## config.mk

```make
export PLATFORM = sky130hd
export DESIGN_NAME = temp_sensor_register_bank
export DESIGN_NICKNAME = d
export VERILOG_FILES = /design/src/rtl/temp_sensor_register_bank.v /design/src/rtl/sync_two_ff.v
export VERILOG_INCLUDE_DIRS = /design/src /design/src/rtl
export SDC_FILE = /design/constraint.sdc
export NUM_CORES = 1
export LEC_CHECK = 0
export ABC_AREA = 1
export BUFFER_PORTS_ARGS = -buffer_cell sky130_fd_sc_hd__buf_4
export CORE_ASPECT_RATIO = 0.75
export CORE_MARGIN = 2
export CORE_UTILIZATION = 59
export DETAILED_ROUTE_END_ITERATION = 6
export PLACE_DENSITY = 0.75
export SLEW_MARGIN = 20
export SYNTH_ARGS = -nofsm -noshare
export SYNTH_HDL_FRONTEND = slang
export SYNTH_HIERARCHICAL = 1
export SYNTH_SLANG_ARGS = --single-unit
```

## constraint.sdc

```tcl
create_clock -name sys_clk_i -period 7.8 [get_ports sys_clk_i]
set_input_delay 1.17 -clock sys_clk_i [delete_from_list [all_inputs] [get_ports sys_clk_i]]
set_output_delay 1.17 -clock sys_clk_i [all_outputs]
set_load 0.05 [all_outputs]
```

## src/rtl/temp_bank_regs.vh

```
// Constants for the temperature sensor register bank
// Behaviour
// Result register holds latest conversion, 16-bit two's complement, 7.8125 m-degC per LSB.
// After power-up or general-call reset the result reads 8000h until first conversion.
// Crossing behaviour: upper flag bit 15 sets above upper threshold, clears on config read.
// Therm behaviour: upper flag sets above limit, clears only below hysteresis, not on read.
// Lower flag bit 14 sets below lower threshold, clears on config read, zero in therm.
// Done flag bit 13 sets on result update, clears on result or config read.
// Pin source bit 2 selects done flag (1) or excursion flags (0) for alert pin.
// Busy flag bit 12 is high while nonvolatile cells program or load.
// Regime bits 11:10: 00 continuous, 01 shutdown, 11 one-shot, 10 acts and reads as 00.
// Cycle period bits 9:7, reset 100, select standby between conversions.
// Averaging bits 6:5, reset 01, block-accumulate 1/8/32/64 results before update.
// Behaviour select bit 4: 1 therm, 0 threshold crossing.
// Level sense bit 3: alert pin active high when 1, active low when 0.
// Config resets to 0220h; backed registers reload from reprogrammable cells.
// Regime upper bit is never stored, so start-up is shutdown or continuous only.
// Therm behaviour uses upper threshold as limit, lower threshold as hysteresis.
// Writes to read-only bits are ignored; unused bits 1:0 read zero.
// Pointer byte follows address byte, is kept for reads; registers go MSB first.
// General call with second byte 06h reloads all registers to power-up values.
`ifndef TEMP_BANK_REGS_VH
`define TEMP_BANK_REGS_VH

`define OFF_MEASURED      8'h00
`define OFF_CONFIG        8'h01
`define OFF_UPPER         8'h02
`define OFF_LOWER         8'h03
`define OFF_GATE          8'h04
`define OFF_USER1         8'h05
`define OFF_USER2         8'h06
`define OFF_USER3         8'h07
`define OFF_USER4         8'h08
`define OFF_IDENTITY      8'h0F

`define BIT_HIGH_FLAG     15
`define BIT_LOW_FLAG      14
`define BIT_DONE_FLAG     13
`define BIT_BUSY_FLAG     12
`define BIT_REGIME_HI     11
`define BIT_REGIME_LO     10
`define BIT_CYCLE_HI      9
`define BIT_CYCLE_LO      7
`define BIT_AVG_HI        6
`define BIT_AVG_LO        5
`define BIT_THERM         4
`define BIT_LEVEL         3
`define BIT_PINSRC        2
`define BIT_GATE_OPEN     15
`define BIT_GATE_BUSY     14

`define RST_MEASURED      16'h8000
`define RST_CONFIG        16'h0220
`define RST_UPPER         16'h6000
`define RST_LOWER         16'h8000
`define RST_GATE          16'h0000
`define RST_USER          16'h0000
`define CONFIG_STORE_MASK 16'h07FC

`define REGIME_CONT       2'b00
`define REGIME_SHUT       2'b01
`define REGIME_ALT        2'b10
`define REGIME_ONESHOT    2'b11

`define GC_ADDR           7'h00
`define GC_RESET_CMD      8'h06
`define NVM_PROG_CYCLES   16'h0010

`endif

```

## src/rtl/temp_sensor_register_bank.v

```verilog
// Register bank and two-wire slave of the temperature sensor
`timescale 1ns/1ps
`include "temp_bank_regs.vh"
module temp_sensor_register_bank #(
  parameter [6:0]  DEV_ADDR     = 7'h48,
  parameter [15:0] IDENTITY     = 16'h0A5C,  // Arbitrary identity value
  parameter [15:0] PROG_CYCLES  = `NVM_PROG_CYCLES
) (
  input  wire        sys_clk_i,
  input  wire        rst_b_i,
  input  wire        scl_i,
  input  wire        sda_i,
  output reg         sda_o,
  output reg         sda_oe_b_o,
  input  wire        sample_valid_i,
  input  wire [15:0] sample_data_i,
  output reg         conv_enable_o,
  output reg  [2:0]  cycle_period_o,
  output reg         alert_o
);
  localparam [4:0] ST_IDLE = 5'b00001;
  localparam [4:0] ST_RX   = 5'b00010;
  localparam [4:0] ST_ACK  = 5'b00100;
  localparam [4:0] ST_TX   = 5'b01000;
  localparam [4:0] ST_RACK = 5'b10000;
  localparam [15:0] RST_CFG = `RST_CONFIG;

  wire        scl_s;
  wire        sda_s;
  reg         scl_d;
  reg         sda_d;
  reg  [4:0]  state_reg;
  reg  [3:0]  bit_cnt_reg;
  reg  [2:0]  byte_idx_reg;
  reg  [7:0]  shift_reg;
  reg         rw_reg;
  reg         gc_reg;
  reg         nack_reg;
  reg         tx_lsb_reg;
  reg  [15:0] tx_word_reg;
  reg  [7:0]  ptr_reg;
  reg  [7:0]  data_hi_reg;
  reg  [15:0] wr_data_reg;
  reg         wr_stb_reg;
  reg         rd_stb_reg;
  reg         gc_stb_reg;

  reg  [15:0] measured_reg;
  reg  [9:0]  cfg_reg;
  reg  [15:0] upper_reg;
  reg  [15:0] lower_reg;
  reg         gate_reg;
  reg  [15:0] user_reg [0:3];
  reg  [15:0] cell_reg [0:6];
  reg         high_reg;
  reg         low_reg;
  reg         done_reg;
  reg         busy_reg;
  reg         load_reg;
  reg  [15:0] prog_cnt_reg;
  reg  signed [22:0] acc_reg;
  reg  [6:0]  avg_cnt_reg;
  reg  [15:0] rd_word;
  reg  [15:0] avg_val;
  integer     i;

  sync_two_ff #(.RESET_VAL(1'b1)) u_scl_sync (
    .sys_clk_i (sys_clk_i),
    .rst_b_i   (rst_b_i),
    .async_i   (scl_i),
    .sync_o    (scl_s)
  );

  sync_two_ff #(.RESET_VAL(1'b1)) u_sda_sync (
    .sys_clk_i (sys_clk_i),
    .rst_b_i   (rst_b_i),
    .async_i   (sda_i),
    .sync_o    (sda_s)
  );

  wire scl_rise = scl_s & ~scl_d;
  wire scl_fall = ~scl_s & scl_d;
  wire bus_start = scl_s & scl_d & sda_d & ~sda_s;
  wire bus_stop  = scl_s & scl_d & ~sda_d & sda_s;

  wire [1:0] regime     = cfg_reg[`BIT_REGIME_HI-2:`BIT_REGIME_LO-2];
  wire [1:0] avg_sel    = cfg_reg[`BIT_AVG_HI-2:`BIT_AVG_LO-2];
  wire       therm_mode = cfg_reg[`BIT_THERM-2];
  wire       level_high = cfg_reg[`BIT_LEVEL-2];
  wire       pin_src    = cfg_reg[`BIT_PINSRC-2];
  wire [15:0] cfg_view  = {high_reg, low_reg, done_reg, busy_reg, cfg_reg, 2'b00};

  always @* begin
    case (ptr_reg)
      `OFF_MEASURED: rd_word = measured_reg;
      `OFF_CONFIG:   rd_word = cfg_view;
      `OFF_UPPER:    rd_word = upper_reg;
      `OFF_LOWER:    rd_word = lower_reg;
      `OFF_GATE:     rd_word = {gate_reg, busy_reg, 14'h0000};
      `OFF_USER1:    rd_word = user_reg[0];
      `OFF_USER2:    rd_word = user_reg[1];
      `OFF_USER3:    rd_word = user_reg[2];
      `OFF_USER4:    rd_word = user_reg[3];
      `OFF_IDENTITY: rd_word = IDENTITY;
      default:       rd_word = 16'h0000;
    endcase
  end

  // Two-wire slave: address, pointer, then data bytes MSB first
  always @(posedge sys_clk_i or negedge rst_b_i) begin
    if (!rst_b_i) begin
      scl_d        <= 1'b1;
      sda_d        <= 1'b1;
      state_reg    <= ST_IDLE;
      bit_cnt_reg  <= 4'h0;
      byte_idx_reg <= 3'h0;
      shift_reg    <= 8'h00;
      rw_reg       <= 1'b0;
      gc_reg       <= 1'b0;
      nack_reg     <= 1'b0;
      tx_lsb_reg   <= 1'b0;
      tx_word_reg  <= 16'h0000;
      ptr_reg      <= 8'h00;
      data_hi_reg  <= 8'h00;
      wr_data_reg  <= 16'h0000;
      wr_stb_reg   <= 1'b0;
      rd_stb_reg   <= 1'b0;
      gc_stb_reg   <= 1'b0;
      sda_o        <= 1'b0;
      sda_oe_b_o   <= 1'b1;
    end else begin
      scl_d      <= scl_s;
      sda_d      <= sda_s;
      wr_stb_reg <= 1'b0;
      rd_stb_reg <= 1'b0;
      gc_stb_reg <= 1'b0;
      sda_o      <= 1'b0;
      if (bus_start) begin
        state_reg    <= ST_RX;
        bit_cnt_reg  <= 4'h0;
        byte_idx_reg <= 3'h0;
        sda_oe_b_o   <= 1'b1;
      end else if (bus_stop) begin
        state_reg  <= ST_IDLE;
        sda_oe_b_o <= 1'b1;
      end else begin
        case (state_reg)
          ST_IDLE: begin
            sda_oe_b_o <= 1'b1;
          end
          ST_RX: begin
            if (scl_rise) begin
              shift_reg   <= {shift_reg[6:0], sda_s};
              bit_cnt_reg <= bit_cnt_reg + 4'h1;
            end else if (scl_fall && bit_cnt_reg == 4'h8) begin
              bit_cnt_reg <= 4'h0;
              state_reg   <= ST_ACK;
              sda_oe_b_o  <= 1'b0;
              if (byte_idx_reg == 3'h0) begin
                if (shift_reg[7:1] == DEV_ADDR) begin
                  rw_reg <= shift_reg[0];
                  gc_reg <= 1'b0;
                  if (shift_reg[0]) begin
                    tx_word_reg <= rd_word;
                    rd_stb_reg  <= 1'b1;
                  end
                end else if (shift_reg == {`GC_ADDR, 1'b0}) begin
                  rw_reg <= 1'b0;
                  gc_reg <= 1'b1;
                end else begin
                  state_reg  <= ST_IDLE;
                  sda_oe_b_o <= 1'b1;
                end
              end else if (gc_reg) begin
                if (byte_idx_reg == 3'h1 && shift_reg == `GC_RESET_CMD)
                  gc_stb_reg <= 1'b1;
              end else if (byte_idx_reg == 3'h1) begin
                ptr_reg <= shift_reg;
              end else if (byte_idx_reg == 3'h2) begin
                data_hi_reg <= shift_reg;
              end else if (byte_idx_reg == 3'h3) begin
                wr_data_reg <= {data_hi_reg, shift_reg};
                wr_stb_reg  <= 1'b1;
              end
            end
          end
          ST_ACK: begin
            if (scl_fall) begin
              byte_idx_reg <= (byte_idx_reg == 3'h4) ? 3'h4 : byte_idx_reg + 3'h1;
              if (rw_reg) begin
                state_reg   <= ST_TX;
                shift_reg   <= tx_word_reg[15:8];
                sda_oe_b_o  <= tx_word_reg[15];
                bit_cnt_reg <= 4'h1;
                tx_lsb_reg  <= 1'b0;
              end else begin
                state_reg  <= ST_RX;
                sda_oe_b_o <= 1'b1;
              end
            end
          end
          ST_TX: begin
            if (scl_fall) begin
              if (bit_cnt_reg == 4'h8) begin
                state_reg   <= ST_RACK;
                sda_oe_b_o  <= 1'b1;
                bit_cnt_reg <= 4'h0;
              end else begin
                sda_oe_b_o  <= shift_reg[6];
                shift_reg   <= {shift_reg[6:0], 1'b1};
                bit_cnt_reg <= bit_cnt_reg + 4'h1;
              end
            end
          end
          ST_RACK: begin
            if (scl_rise) begin
              nack_reg <= sda_s;
            end else if (scl_fall) begin
              if (nack_reg) begin
                state_reg <= ST_IDLE;
              end else begin
                state_reg   <= ST_TX;
                tx_lsb_reg  <= ~tx_lsb_reg;
                shift_reg   <= tx_lsb_reg ? tx_word_reg[15:8] : tx_word_reg[7:0];
                sda_oe_b_o  <= tx_lsb_reg ? tx_word_reg[15] : tx_word_reg[7];
                bit_cnt_reg <= 4'h1;
              end
            end
          end
          default: begin
            state_reg  <= ST_IDLE;
            sda_oe_b_o <= 1'b1;
          end
        endcase
      end
    end
  end

  // Block averaging: 1, 8, 32 or 64 results summed, then shifted down
  wire [6:0] avg_target = (avg_sel == 2'b00) ? 7'd1 :
                          (avg_sel == 2'b01) ? 7'd8 :
                          (avg_sel == 2'b10) ? 7'd32 : 7'd64;
  wire signed [22:0] acc_sum = acc_reg + {{7{sample_data_i[15]}}, sample_data_i};
  wire conv_on   = (regime != `REGIME_SHUT) && !load_reg;
  wire take      = sample_valid_i && conv_on;
  wire conv_done = take && (avg_cnt_reg + 7'd1 == avg_target);

  always @* begin
    case (avg_sel)
      2'b00:   avg_val = acc_sum[15:0];
      2'b01:   avg_val = acc_sum[18:3];
      2'b10:   avg_val = acc_sum[20:5];
      default: avg_val = acc_sum[21:6];
    endcase
  end

  wire above_upper = $signed(avg_val) > $signed(upper_reg);
  wire below_lower = $signed(avg_val) < $signed(lower_reg);
  wire rd_cfg  = rd_stb_reg && ptr_reg == `OFF_CONFIG;
  wire rd_meas = rd_stb_reg && ptr_reg == `OFF_MEASURED;
  wire wr_cfg  = wr_stb_reg && ptr_reg == `OFF_CONFIG;
  wire nvm_ptr = (ptr_reg >= `OFF_CONFIG && ptr_reg <= `OFF_USER4 && ptr_reg != `OFF_GATE);
  wire [2:0] cell_idx = (ptr_reg < `OFF_GATE) ? ptr_reg[2:0] - 3'h1 : ptr_reg[2:0] - 3'h2;
  wire prog_go = wr_stb_reg && gate_reg && nvm_ptr && !busy_reg;
  wire [1:0] wr_regime = (wr_data_reg[`BIT_REGIME_HI:`BIT_REGIME_LO] == `REGIME_ALT) ?
                         `REGIME_CONT : wr_data_reg[`BIT_REGIME_HI:`BIT_REGIME_LO];

  always @(posedge sys_clk_i or negedge rst_b_i) begin
    if (!rst_b_i) begin
      measured_reg   <= `RST_MEASURED;
      cfg_reg        <= RST_CFG[11:2];
      upper_reg      <= `RST_UPPER;
      lower_reg      <= `RST_LOWER;
      gate_reg       <= 1'b0;
      high_reg       <= 1'b0;
      low_reg        <= 1'b0;
      done_reg       <= 1'b0;
      busy_reg       <= 1'b1;
      load_reg       <= 1'b1;
      prog_cnt_reg   <= 16'h0000;
      acc_reg        <= 23'h000000;
      avg_cnt_reg    <= 7'h00;
      conv_enable_o  <= 1'b0;
      cycle_period_o <= 3'h0;
      alert_o        <= 1'b1;
      for (i = 0; i < 4; i = i + 1)
        user_reg[i] <= `RST_USER;
      cell_reg[0] <= `RST_CONFIG;
      cell_reg[1] <= `RST_UPPER;
      cell_reg[2] <= `RST_LOWER;
      for (i = 3; i < 7; i = i + 1)
        cell_reg[i] <= `RST_USER;
    end else begin
      conv_enable_o  <= conv_on;
      cycle_period_o <= cfg_reg[`BIT_CYCLE_HI-2:`BIT_CYCLE_LO-2];
      busy_reg       <= load_reg || prog_cnt_reg != 16'h0000 || prog_go;
      if (prog_cnt_reg != 16'h0000)
        prog_cnt_reg <= prog_cnt_reg - 16'h0001;
      if (load_reg || gc_stb_reg) begin
        // Reload backed registers from cells, reset result and flags; a general call takes the same path
        load_reg     <= gc_stb_reg;
        measured_reg <= `RST_MEASURED;
        cfg_reg      <= cell_reg[0][11:2];
        upper_reg    <= cell_reg[1];
        lower_reg    <= cell_reg[2];
        gate_reg     <= 1'b0;
        high_reg     <= 1'b0;
        low_reg      <= 1'b0;
        done_reg     <= 1'b0;
        acc_reg      <= 23'h000000;
        avg_cnt_reg  <= 7'h00;
        for (i = 0; i < 4; i = i + 1)
          user_reg[i] <= cell_reg[i+3];
      end else begin
        if (take) begin
          acc_reg     <= conv_done ? 23'h000000 : acc_sum;
          avg_cnt_reg <= conv_done ? 7'h00 : avg_cnt_reg + 7'd1;
        end
        if (conv_done) begin
          measured_reg <= avg_val;
          if (regime == `REGIME_ONESHOT)
            cfg_reg[`BIT_REGIME_HI-2:`BIT_REGIME_LO-2] <= `REGIME_SHUT;
        end
        // Set wins over any read clear in the same cycle
        if (conv_done && above_upper)
          high_reg <= 1'b1;
        else if (therm_mode ? (conv_done && below_lower) : rd_cfg)
          high_reg <= 1'b0;
        if (therm_mode)
          low_reg <= 1'b0;
        else if (conv_done && below_lower)
          low_reg <= 1'b1;
        else if (rd_cfg)
          low_reg <= 1'b0;
        if (conv_done)
          done_reg <= 1'b1;
        else if (rd_cfg || rd_meas)
          done_reg <= 1'b0;
        if (wr_stb_reg) begin
          case (ptr_reg)
            `OFF_CONFIG: cfg_reg <= {wr_regime, wr_data_reg[9:2]};
            `OFF_UPPER:  upper_reg <= wr_data_reg;
            `OFF_LOWER:  lower_reg <= wr_data_reg;
            `OFF_GATE:   gate_reg <= wr_data_reg[`BIT_GATE_OPEN];
            `OFF_USER1:  user_reg[0] <= wr_data_reg;
            `OFF_USER2:  user_reg[1] <= wr_data_reg;
            `OFF_USER3:  user_reg[2] <= wr_data_reg;
            `OFF_USER4:  user_reg[3] <= wr_data_reg;
            default:     gate_reg <= gate_reg;
          endcase
          if (wr_cfg) begin
            // Averaging may change: restart the block
            acc_reg     <= 23'h000000;
            avg_cnt_reg <= 7'h00;
          end
        end
        if (prog_go) begin
          prog_cnt_reg <= PROG_CYCLES;
          cell_reg[cell_idx] <= wr_cfg ? (wr_data_reg & `CONFIG_STORE_MASK) : wr_data_reg;
        end
      end
      // Alert pin source and level
      alert_o <= (pin_src ? done_reg : (high_reg | low_reg)) ~^ level_high;
    end
  end
endmodule // temp_sensor_register_bank

```

## src/rtl/sync_two_ff.v

```verilog
// Two flip-flop synchroniser for one pin input
`timescale 1ns/1ps
module sync_two_ff #(
  parameter RESET_VAL = 1'b1
) (
  input  wire sys_clk_i,
  input  wire rst_b_i,
  input  wire async_i,
  output reg  sync_o
);
  reg meta_reg;

  always @(posedge sys_clk_i or negedge rst_b_i) begin
    if (!rst_b_i) begin
      meta_reg <= RESET_VAL;
      sync_o   <= RESET_VAL;
    end else begin
      meta_reg <= async_i;
      sync_o   <= meta_reg;
    end
  end
endmodule // sync_two_ff

```

---- Word level (Yosys, flattened, before mapping) ----
Cells that the tools add are included.
operators by class
  equal/unequal tests ..................... 53
  multiplexer cells ....................... 152
  reductions and logical operators ........ 67
  add/subtract/negate cells ............... 7
  bitwise operators ....................... 23
  magnitude comparators ................... 7
operator list
  operator                                             number
  two-way mux 16 bit                                   17
  one-hot mux 16 bit (10 select lines)                 1
  two-way mux 64 bit                                   2
  two-way mux 23 bit                                   5
  bitwise mux 112 bit                                  1
  two-way mux 8 bit                                    9
  two-way mux 1 bit                                    65
  two-way mux 7 bit                                    8
  two-way mux 4 bit                                    13
  demux 16 bit (select 3 bit)                          1
  one-hot mux 16 bit (3 select lines)                  1
  two-way mux 5 bit                                    9
  equality test 8 x 3 -> 1 bit, second input constant  5
  != test 4 bit, second input constant                 9
  one-hot mux 8 bit (4 select lines)                   1
  AND reduction 8 bit                                  4
  two-way mux 10 bit                                   3
  nonzero test 2 bit                                   14
  two-way mux 3 bit                                    9
  one-hot mux 5 bit (5 select lines)                   1
  adder 23 bit                                         1
  != test 3 bit, second input constant                 7
  != test 2 bit, second input constant                 9
  AND reduction 2 bit                                  9
  other kinds (56)                                     105
word-level totals
  bits of input ports ..................... 21
  flip-flop bits (word level) ............. 373
  output and inout port bits .............. 7
  word-level logic and storage cells ...... 359

---- Longest topological paths before layout ----
Gate-level depths: netlist of run 1.
  word-level depth ........................ 11
  gate-level depth with buffers ........... 25
  gate-level depth less buffers ........... 25

---- By module ----
Netlist of run 1, hierarchy kept.
by module, submodules not included
  module                     area an instance (µm²)  cells each  times used  seq. area each (µm²)
  temp_sensor_register_bank  18720.5                 2226        1           9081.2
  sync_two_ff                52.6                    2           2           52.6

---- Least setup slack after synthesis of run 1 ----
No wires, ideal clock.
  path type ............................... input-to-reg
  from .................................... in sample_data_i[0]
  to ...................................... reg high_reg
  arrival ................................. 4264 ps
  data required time ...................... 7683 ps
  path slack .............................. 3419 ps
  setup time .............................. 117 ps
  stages on the path ...................... 24
  cells stage by stage .................... ha_1 inv_1 fa_1 inv_1 nand2_1 o21bai_4 a21oi_1 o21ai_1 xor2_1 nand2_1 nand2_1 o21ai_1 a22oi_1 ha_1 nand2_1 inv_1 nand3_1 a31oi_1 a2111oi_0 nand2_1 nand2_1 nand4_1 nand2_1 nand2_1
between the ends
  longest elaborated chain between the ends .. 6
RTL lines
  what                                                                      line                                                              RTL
  start: declaration                                                        temp_sensor_register_bank.v:16                                    input wire [15:0] sample_data_i,
  adder 23 bit (*)                                                          temp_sensor_register_bank.v:243                                   wire signed [22:0] acc_sum = acc_reg + {{7{sample_data_i[15]}}, sample_data_i};
  one-hot mux 16 bit (3 select lines) (*)                                   temp_sensor_register_bank.v:249                                   case (avg_sel)
  < comparator 16 bit or > comparator 16 bit (tied branches)                temp_sensor_register_bank.v:258, temp_sensor_register_bank.v:257
  logical AND 1 bit (on tied branches)                                      temp_sensor_register_bank.v:327, temp_sensor_register_bank.v:325
  two-way mux 1 bit (on tied branches)                                      temp_sensor_register_bank.v:327, temp_sensor_register_bank.v:325
  nonzero test 3 bit (no source line) or two-way mux 1 bit (tied branches)  --
  end signal: assignment                                                    temp_sensor_register_bank.v:275                                   high_reg <= 1'b0;
  end signal: assignment                                                    temp_sensor_register_bank.v:326                                   high_reg <= 1'b1;
  end signal: assignment                                                    temp_sensor_register_bank.v:328                                   high_reg <= 1'b0;
  end: declaration                                                          temp_sensor_register_bank.v:55                                    reg high_reg;
Every way passes the cells marked *; elsewhere a longest branch is shown, timed or not.
A chain may end at the register's enable or synchronous reset.

---- Final worst setup path of run 1 ----
Same ends and word-level chain as after synthesis.

==> impl_metrics.ini, run 1 <==
[clock_network]
cts_setup_buffers = 0
ctsResizeCount = 0
cts_num_sinks = 366
clkTransAtPathRegs_ps = 60
postCtsHoldBufs = 0
clock-root-buffer = clkbuf_16
htreeDepth = 2
clk_latency_ps = 540
cts_made_buffers = 37
cts_tree = built
cts_buffer_depth = 3

[drt]
wirelength_mm = 54.04
drtIter0Drc = 1651
wl_per_cell_um = 20.29
dr.pass1.iters = 5
vias = 16060
antenna_left = 0
drc = 0
viasPerCell = 6.027

[finish]
largest_reg_flops = 106
fillers = 2668
nets = 2318
drive_above_1_share_pct = 9.437
fin_util_pct = 65.60
syn_to_final_growth_pct = 9.132

[power_and_ir_drop]
p_per_area_mw_per_mm2 = 285.1
clockPowerShare_pct = 31.5
p_total_uw = 5858
pwr-share-seq_pct = 36.6
p_sw_share_pct = 35.71
p_comb_share_pct = 31.9
vdd.ir_drop.worst_mv = 0.2009
switching_power_uw = 2092
power.leakage_uw = 0.009164
intPower_uw = 3766

[die]
core_area_mm2 = 0.03132
initial_utilization_pct = 60.11
die_h_um = 158.7
rows = 56
die-area_mm2 = 0.03337
io_pins = 28
die_w_um = 210.3

[critical_path]
end_kind = flop
worstPathArrival_ps = 4950
critPathMaxFanout = 5
cp_data_required_time_ps = 8230
cp-start-kind = input pin
path_class = in -> reg

[synth]
synthCells = 2230
ys.warnings.count = 6
syn-cell-area_mm2 = 0.01883
ys_ff_latch = 366
ys_async_sr_fraction_pct = 100.0
synth_top_area_cell = dfrtp_1
synth_cell_types = 67
avgSynthCellArea_um2 = 8.442
synth_top_area_share_pct = 45.73
synth_top_flop_cell = dfrtp_1
synth-edff-count = 0
ys_seq_area_share_pct = 48.80
syn-num-nets = 2319
synth_area_leaders = dfrtp_1, nand2_1, ha_1, o21ai_1, inv_1

[grt]
antenna_found_initial = 1
grt_pass1_wl_mm = 86.30
grt_remaining_overflow = 0
grt_usage_pct = 33.43
first_global_vias = 15180
grt_max_degree = 171

[timing]
setup_viol = 0
final_max_slew_viol_count = 0
finalSetupTns_ps = 0
post-route-period-util_pct = 57.98
slew_headroom_pct = 25.13
finalClockSkew_ps = 12.29
grt_setup_unrepaired = no
min_period_ps = 4522
hold_viol = 0
fmax_ghz = 0.2211
worstMarginPinSlew_ps = 1120

[hold_path]
min_path_type = reg -> reg

[place]
gp_congestion = 0.9144
hpwlAfterDp_mm = 38.66
io_buffers = 26

[run_status]
outcome = completed

[job]
maxCapViolCount = 0
==> cell usage after synthesis, drive strengths merged (5+ instances only) <==
cell / number
nand2: 625
dfrtp: 344
o21ai: 243
inv: 212
nor2: 147
a21oi: 115
o211ai: 79
ha: 67
nand3: 61
clkbuf: 52
nand4: 34
buf: 32
o22ai: 30
xor2: 25
dfstp: 22
nor3: 21
a221oi: 16
a22oi: 12
nor4: 10
o2111ai: 10
or2: 7
a31oi: 6
o2bb2ai: 6
xnor2: 6
a22o: 5
o221ai: 5
==> cell type report <==
type	count	area (um2)	share of cell area, %
Clock inverter	19	201.4	0.9805
Antenna cell	1	2.502	0.01218
Inverter	216	815.8	3.971
Multi-Input combinational cell	1564	8432	41.04
Tap cell	406	508.0	2.473
Sequential cell	366	9186	44.71
Clock buffer	48	1049	5.104
Timing Repair Buffer	44	350.3	1.705
==> through the flow <==
| step | cell area (um2) | cells | setup slack (ps) | hold WS [ps] |
|---|---|---|---|---|
| 2_1_floorplan | 18830 | 2230 | 3419 | 345.2 |
| 3_3_place_gp | 19290 | 2596 | 2880 | 346.9 |
| 3_5_place_dp | 19290 | 2596 | 2799 | 348.1 |
| 4_1_cts | 20540 | 2663 | 3350 | 361.4 |
| 5_1_grt | 20540 | 2663 | 2871 | 364.1 |
| 6_report | 20540 | 2664 | 3278 | 360.1 |
==> logic make-up after synthesis <==
family / after synthesis / share of synthesized area (%)
simple gates: 908 / 20.66
compound gates: 553 / 17.80
flops: 366 / 48.80
buf+inv: 300 / 6.473
fa+ha+maj: 68 / 4.559
xor+xnor: 31 / 1.522
mux: 3 / 0.1662
other cells: 1 / 0.01992
==> cells in the final DEF, fill, tap and decap left out, types with 5 or more instances in the layout <==
cell type / instances
o22ai_1: 30
inv_2: 29
nand3_1: 59
xor2_1: 23
nor3_2: 7
nor2_1: 135
nand4_4: 5
dfstp_2: 22
xnor2_1: 6
nor4_1: 7
clkbuf_8: 6
o21ai_1: 161
buf_4: 42
o221ai_1: 5
clkinv_2: 10
o2111ai_1: 10
o21ai_0: 80
a22oi_2: 9
a221oi_1: 16
a31oi_1: 6
clkbuf_16: 38
nor3_1: 14
or2_1: 5
dfrtp_1: 344
ha_1: 67
nand2_1: 622
a22o_1: 5
nand4_1: 29
o2bb2ai_1: 6
inv_1: 181
nor2_2: 7
a21oi_1: 112
o211ai_1: 79
==> worst paths after layout <==
| path | startpoint | to | slack, ps | depth (start not counted) |
|---|---|---|---|---|
| hold / removal | u_sda_sync/meta_reg | u_sda_sync/sync_o | 360 | 0 |
| setup reg to reg | acc_reg[0] | high_reg | 3610 | 24 |
| max in group asynchronous | rst_b_i | prog_cnt_reg[8] | 5530 | 2 |
| setup / recovery | sample_data_i[0] | high_reg | 3280 | 25 |
| hold reg to reg | u_sda_sync/meta_reg | u_sda_sync/sync_o | 360 | 0 |
| min in group asynchronous | rst_b_i | cell_reg[21] | 690 | 1 |
==> metal layers <==
metal | up-vias | GRT usage (%) | part of all wire [%]
li1 | 7526 | - | -
met1 | 7763 | 49.45 | 46
met2 | 665 | 48.93 | 42
met3 | 101 | 8.462 | 9.5
met4 | 0 | 9.085 | 2.5
met5 | - | 0 | 0
==> power by group through the flow <==
stage                     logic (uW)  registers [uW]  clock network, uW
after floorplan                 1330            2140                  0
final                           1870            2140               1840
after global placement          1800            2170                  0
after detailed placement        1830            2180                  0
after CTS                       1840            2140               1860
after global routing            2130            2160               1930
==> worst max-delay path, stage by stage <==
cell       delay (ps)
buf_4              80
ha_1              180
inv_1              70
fa_1              400
inv_1             120
nand2_1           120
o21bai_4          190
a21oi_1           120
o21ai_1           160
xor2_1            420
nand2_1            90
nand2_1            80
o21ai_1            60
a22oi_1           310
ha_1              300
nand2_1            70
inv_1              50
nand3_1            60
a31oi_1            70
a2111oi_0         440
nand2_1           100
nand2_1            90
nand4_1            80
nand2_1            70
nand2_1            40
(Power assumes the default switching activity.)
==> run 2: changes to the inputs <==
--- a/config.mk
+++ b/config.mk
@@ -10,9 +10,9 @@
 export BUFFER_PORTS_ARGS = -buffer_cell sky130_fd_sc_hd__buf_4
 export CORE_ASPECT_RATIO = 0.75
 export CORE_MARGIN = 2
-export CORE_UTILIZATION = 59
+export CORE_UTILIZATION = 57
 export DETAILED_ROUTE_END_ITERATION = 6
-export PLACE_DENSITY = 0.75
+export PLACE_DENSITY = 0.76
 export SLEW_MARGIN = 20
 export SYNTH_ARGS = -nofsm -noshare
 export SYNTH_HDL_FRONTEND = slang
==> constraint.sdc (replaced) <==
create_clock -name sys_clk_i -period 3.7 [get_ports sys_clk_i]
set_input_delay 0.555 -clock sys_clk_i [delete_from_list [all_inputs] [get_ports sys_clk_i]]
set_output_delay 0.555 -clock sys_clk_i [all_outputs]
set_load 0.05 [all_outputs]
==> impl_metrics.ini, run 2 (synthesis gave the netlist of run 1 again) <==
[power_and_ir_drop]
p_per_area_mw_per_mm2 = 645.0
p_total_uw = 14050
vdd.ir_drop.worst_mv = 0.4037
power.leakage_uw = 0.009752

[grt]
antenna_found_initial = 0
grt_usage_pct = 33.73
grt_remaining_overflow = 0
first_global_vias = 15990
grt_pass1_wl_mm = 89.56
grt_max_degree = 106

[clock_network]
postCtsHoldBufs = 0
cts_tree = built
cts_made_buffers = 38
clkTransAtPathRegs_ps = 60
clk_latency_ps = 560
htreeDepth = 2
clock-root-buffer = clkbuf_16
cts_num_sinks = 366
cts_buffer_depth = 3

[timing]
setup_viol = 2
setup_ws_ps = -41.02
min_period_ps = 3741
fmax_ghz = 0.2673
worstMarginPinSlew_ps = 942.4
worst_hold_slack_ps = 31.07
hold_viol = 0
slew_headroom_pct = 36.94
post-route-period-util_pct = 101.1
final_max_slew_viol_count = 0
grt_setup_unrepaired = yes
finalClockSkew_ps = 17.09

[finish]
largest_reg_flops = 106
drive_above_1_share_pct = 15.33
design_area_mm2 = 0.02178
fin_util_pct = 67.11
syn_to_final_growth_pct = 15.68
final_cell_mix = nand2_1, dfrtp_1, inv_1, o21ai_1, buf_4
fillers = 2637
layout_commonest_cell = nand2_1
nets = 2421
diodes = 0

[die]
die-area_mm2 = 0.03451
initial_utilization_pct = 58.01
die_h_um = 161.4
core_area_mm2 = 0.03245
rows = 57
die_w_um = 213.9
io_pins = 28

[critical_path]
worstPathArrival_ps = 4180
critPathMaxFanout = 4
cp_data_required_time_ps = 4140
end_kind = flop
path_class = reg -> reg
cp-start-kind = flop

[drt]
vias = 16620
wirelength_mm = 57.15
wl_per_cell_um = 20.38
drc = 0
viasPerCell = 5.927
drtIter0Drc = 1737
antenna_left = 0
dr.pass1.iters = 5

[place]
io_buffers = 26
hpwlAfterDp_mm = 40.23
gp_congestion = 0.9428
placed_cell_area_mm2 = 0.02010

[hold_path]
min_path_type = in -> async

[run_status]
outcome = finished with violations
violations = negative setup slack

[job]
maxCapViolCount = 0
[run 2: area by class of cell]
type                    count  area [um2]  area share, %
flip-flops and latches    366        9186          42.18
multi-input cells        1564        8755          40.20
repair buffers            146        1145          5.257
clock buffers              56        1130          5.188
inverters                 216       815.8          3.746
well taps                 442       553.0          2.540
clock inverters            14       192.7         0.8848
[run 2: worst max-delay path: stages, from the launching register on]
cell       delay [ps]
dfrtp_1           380
ha_2              190
inv_1              60
fa_2              380
inv_2              90
nand2_4            50
o21bai_4          210
buf_6             140
a21oi_4            60
o21ai_2           220
xor2_2            210
nand2_1            70
nand2_1            80
o21ai_2            60
a21oi_2           210
ha_1              270
nand4_1           170
a31oi_4            50
a2111oi_4         350
nand2_1            80
nand2_1            90
nand4_1            70
nand2_1            80
nand2_1            40
[run 2: final timing paths]
path | from | endpoint | slack [ps] | cells after the start
max in group asynchronous | rst_b_i | load_reg | 2690 | 2
min in group sys_clk_i | scl_i | u_scl_sync/meta_reg | 120 | 1
worst min register to register | u_scl_sync/meta_reg | u_scl_sync/sync_o | 360 | 0
worst max register to register | acc_reg[0] | high_reg | -40 | 23
worst min-delay path | rst_b_i | user_reg[21] | 30 | 1
worst max-delay path | acc_reg[0] | high_reg | -40 | 23
[run 2: timing repair]
| action | CTS | global route |
|---|---|---|
| gates resized for setup | 3 | 58 |
| setup endpoints to repair | 2 | 2 |
| pin swaps | 0 | 26 |
| setup buffers | 0 | 4 |
[run 2: routing by layer]
layer	vias to the layer above	wire length (um)	global-route usage (%)
met5	-	0	0
met4	0	1572	10.23
met3	107	6281	10.31
met2	796	24470	48.41
met1	7985	24830	49.22
li1	7732	-	-
[run 2: where the power goes]
part | leakage (uW) | switching (uW) | internal (uW)
clock | 0.000657 | 1680 | 2410
combinational | 0.00418 | 3030 | 2400
sequential | 0.00492 | 217 | 4300
[run 2: through the flow]
stage                     TNS (ps)  worst slack [ps]  instances
after floorplan                  0             67.65       2230
after global placement      -337.9            -193.0       2730
after detailed placement    -623.6            -322.4       2730
after CTS                        0             3.411       2800
after global routing        -584.6            -302.4       2804
final                       -61.61            -41.02       2804
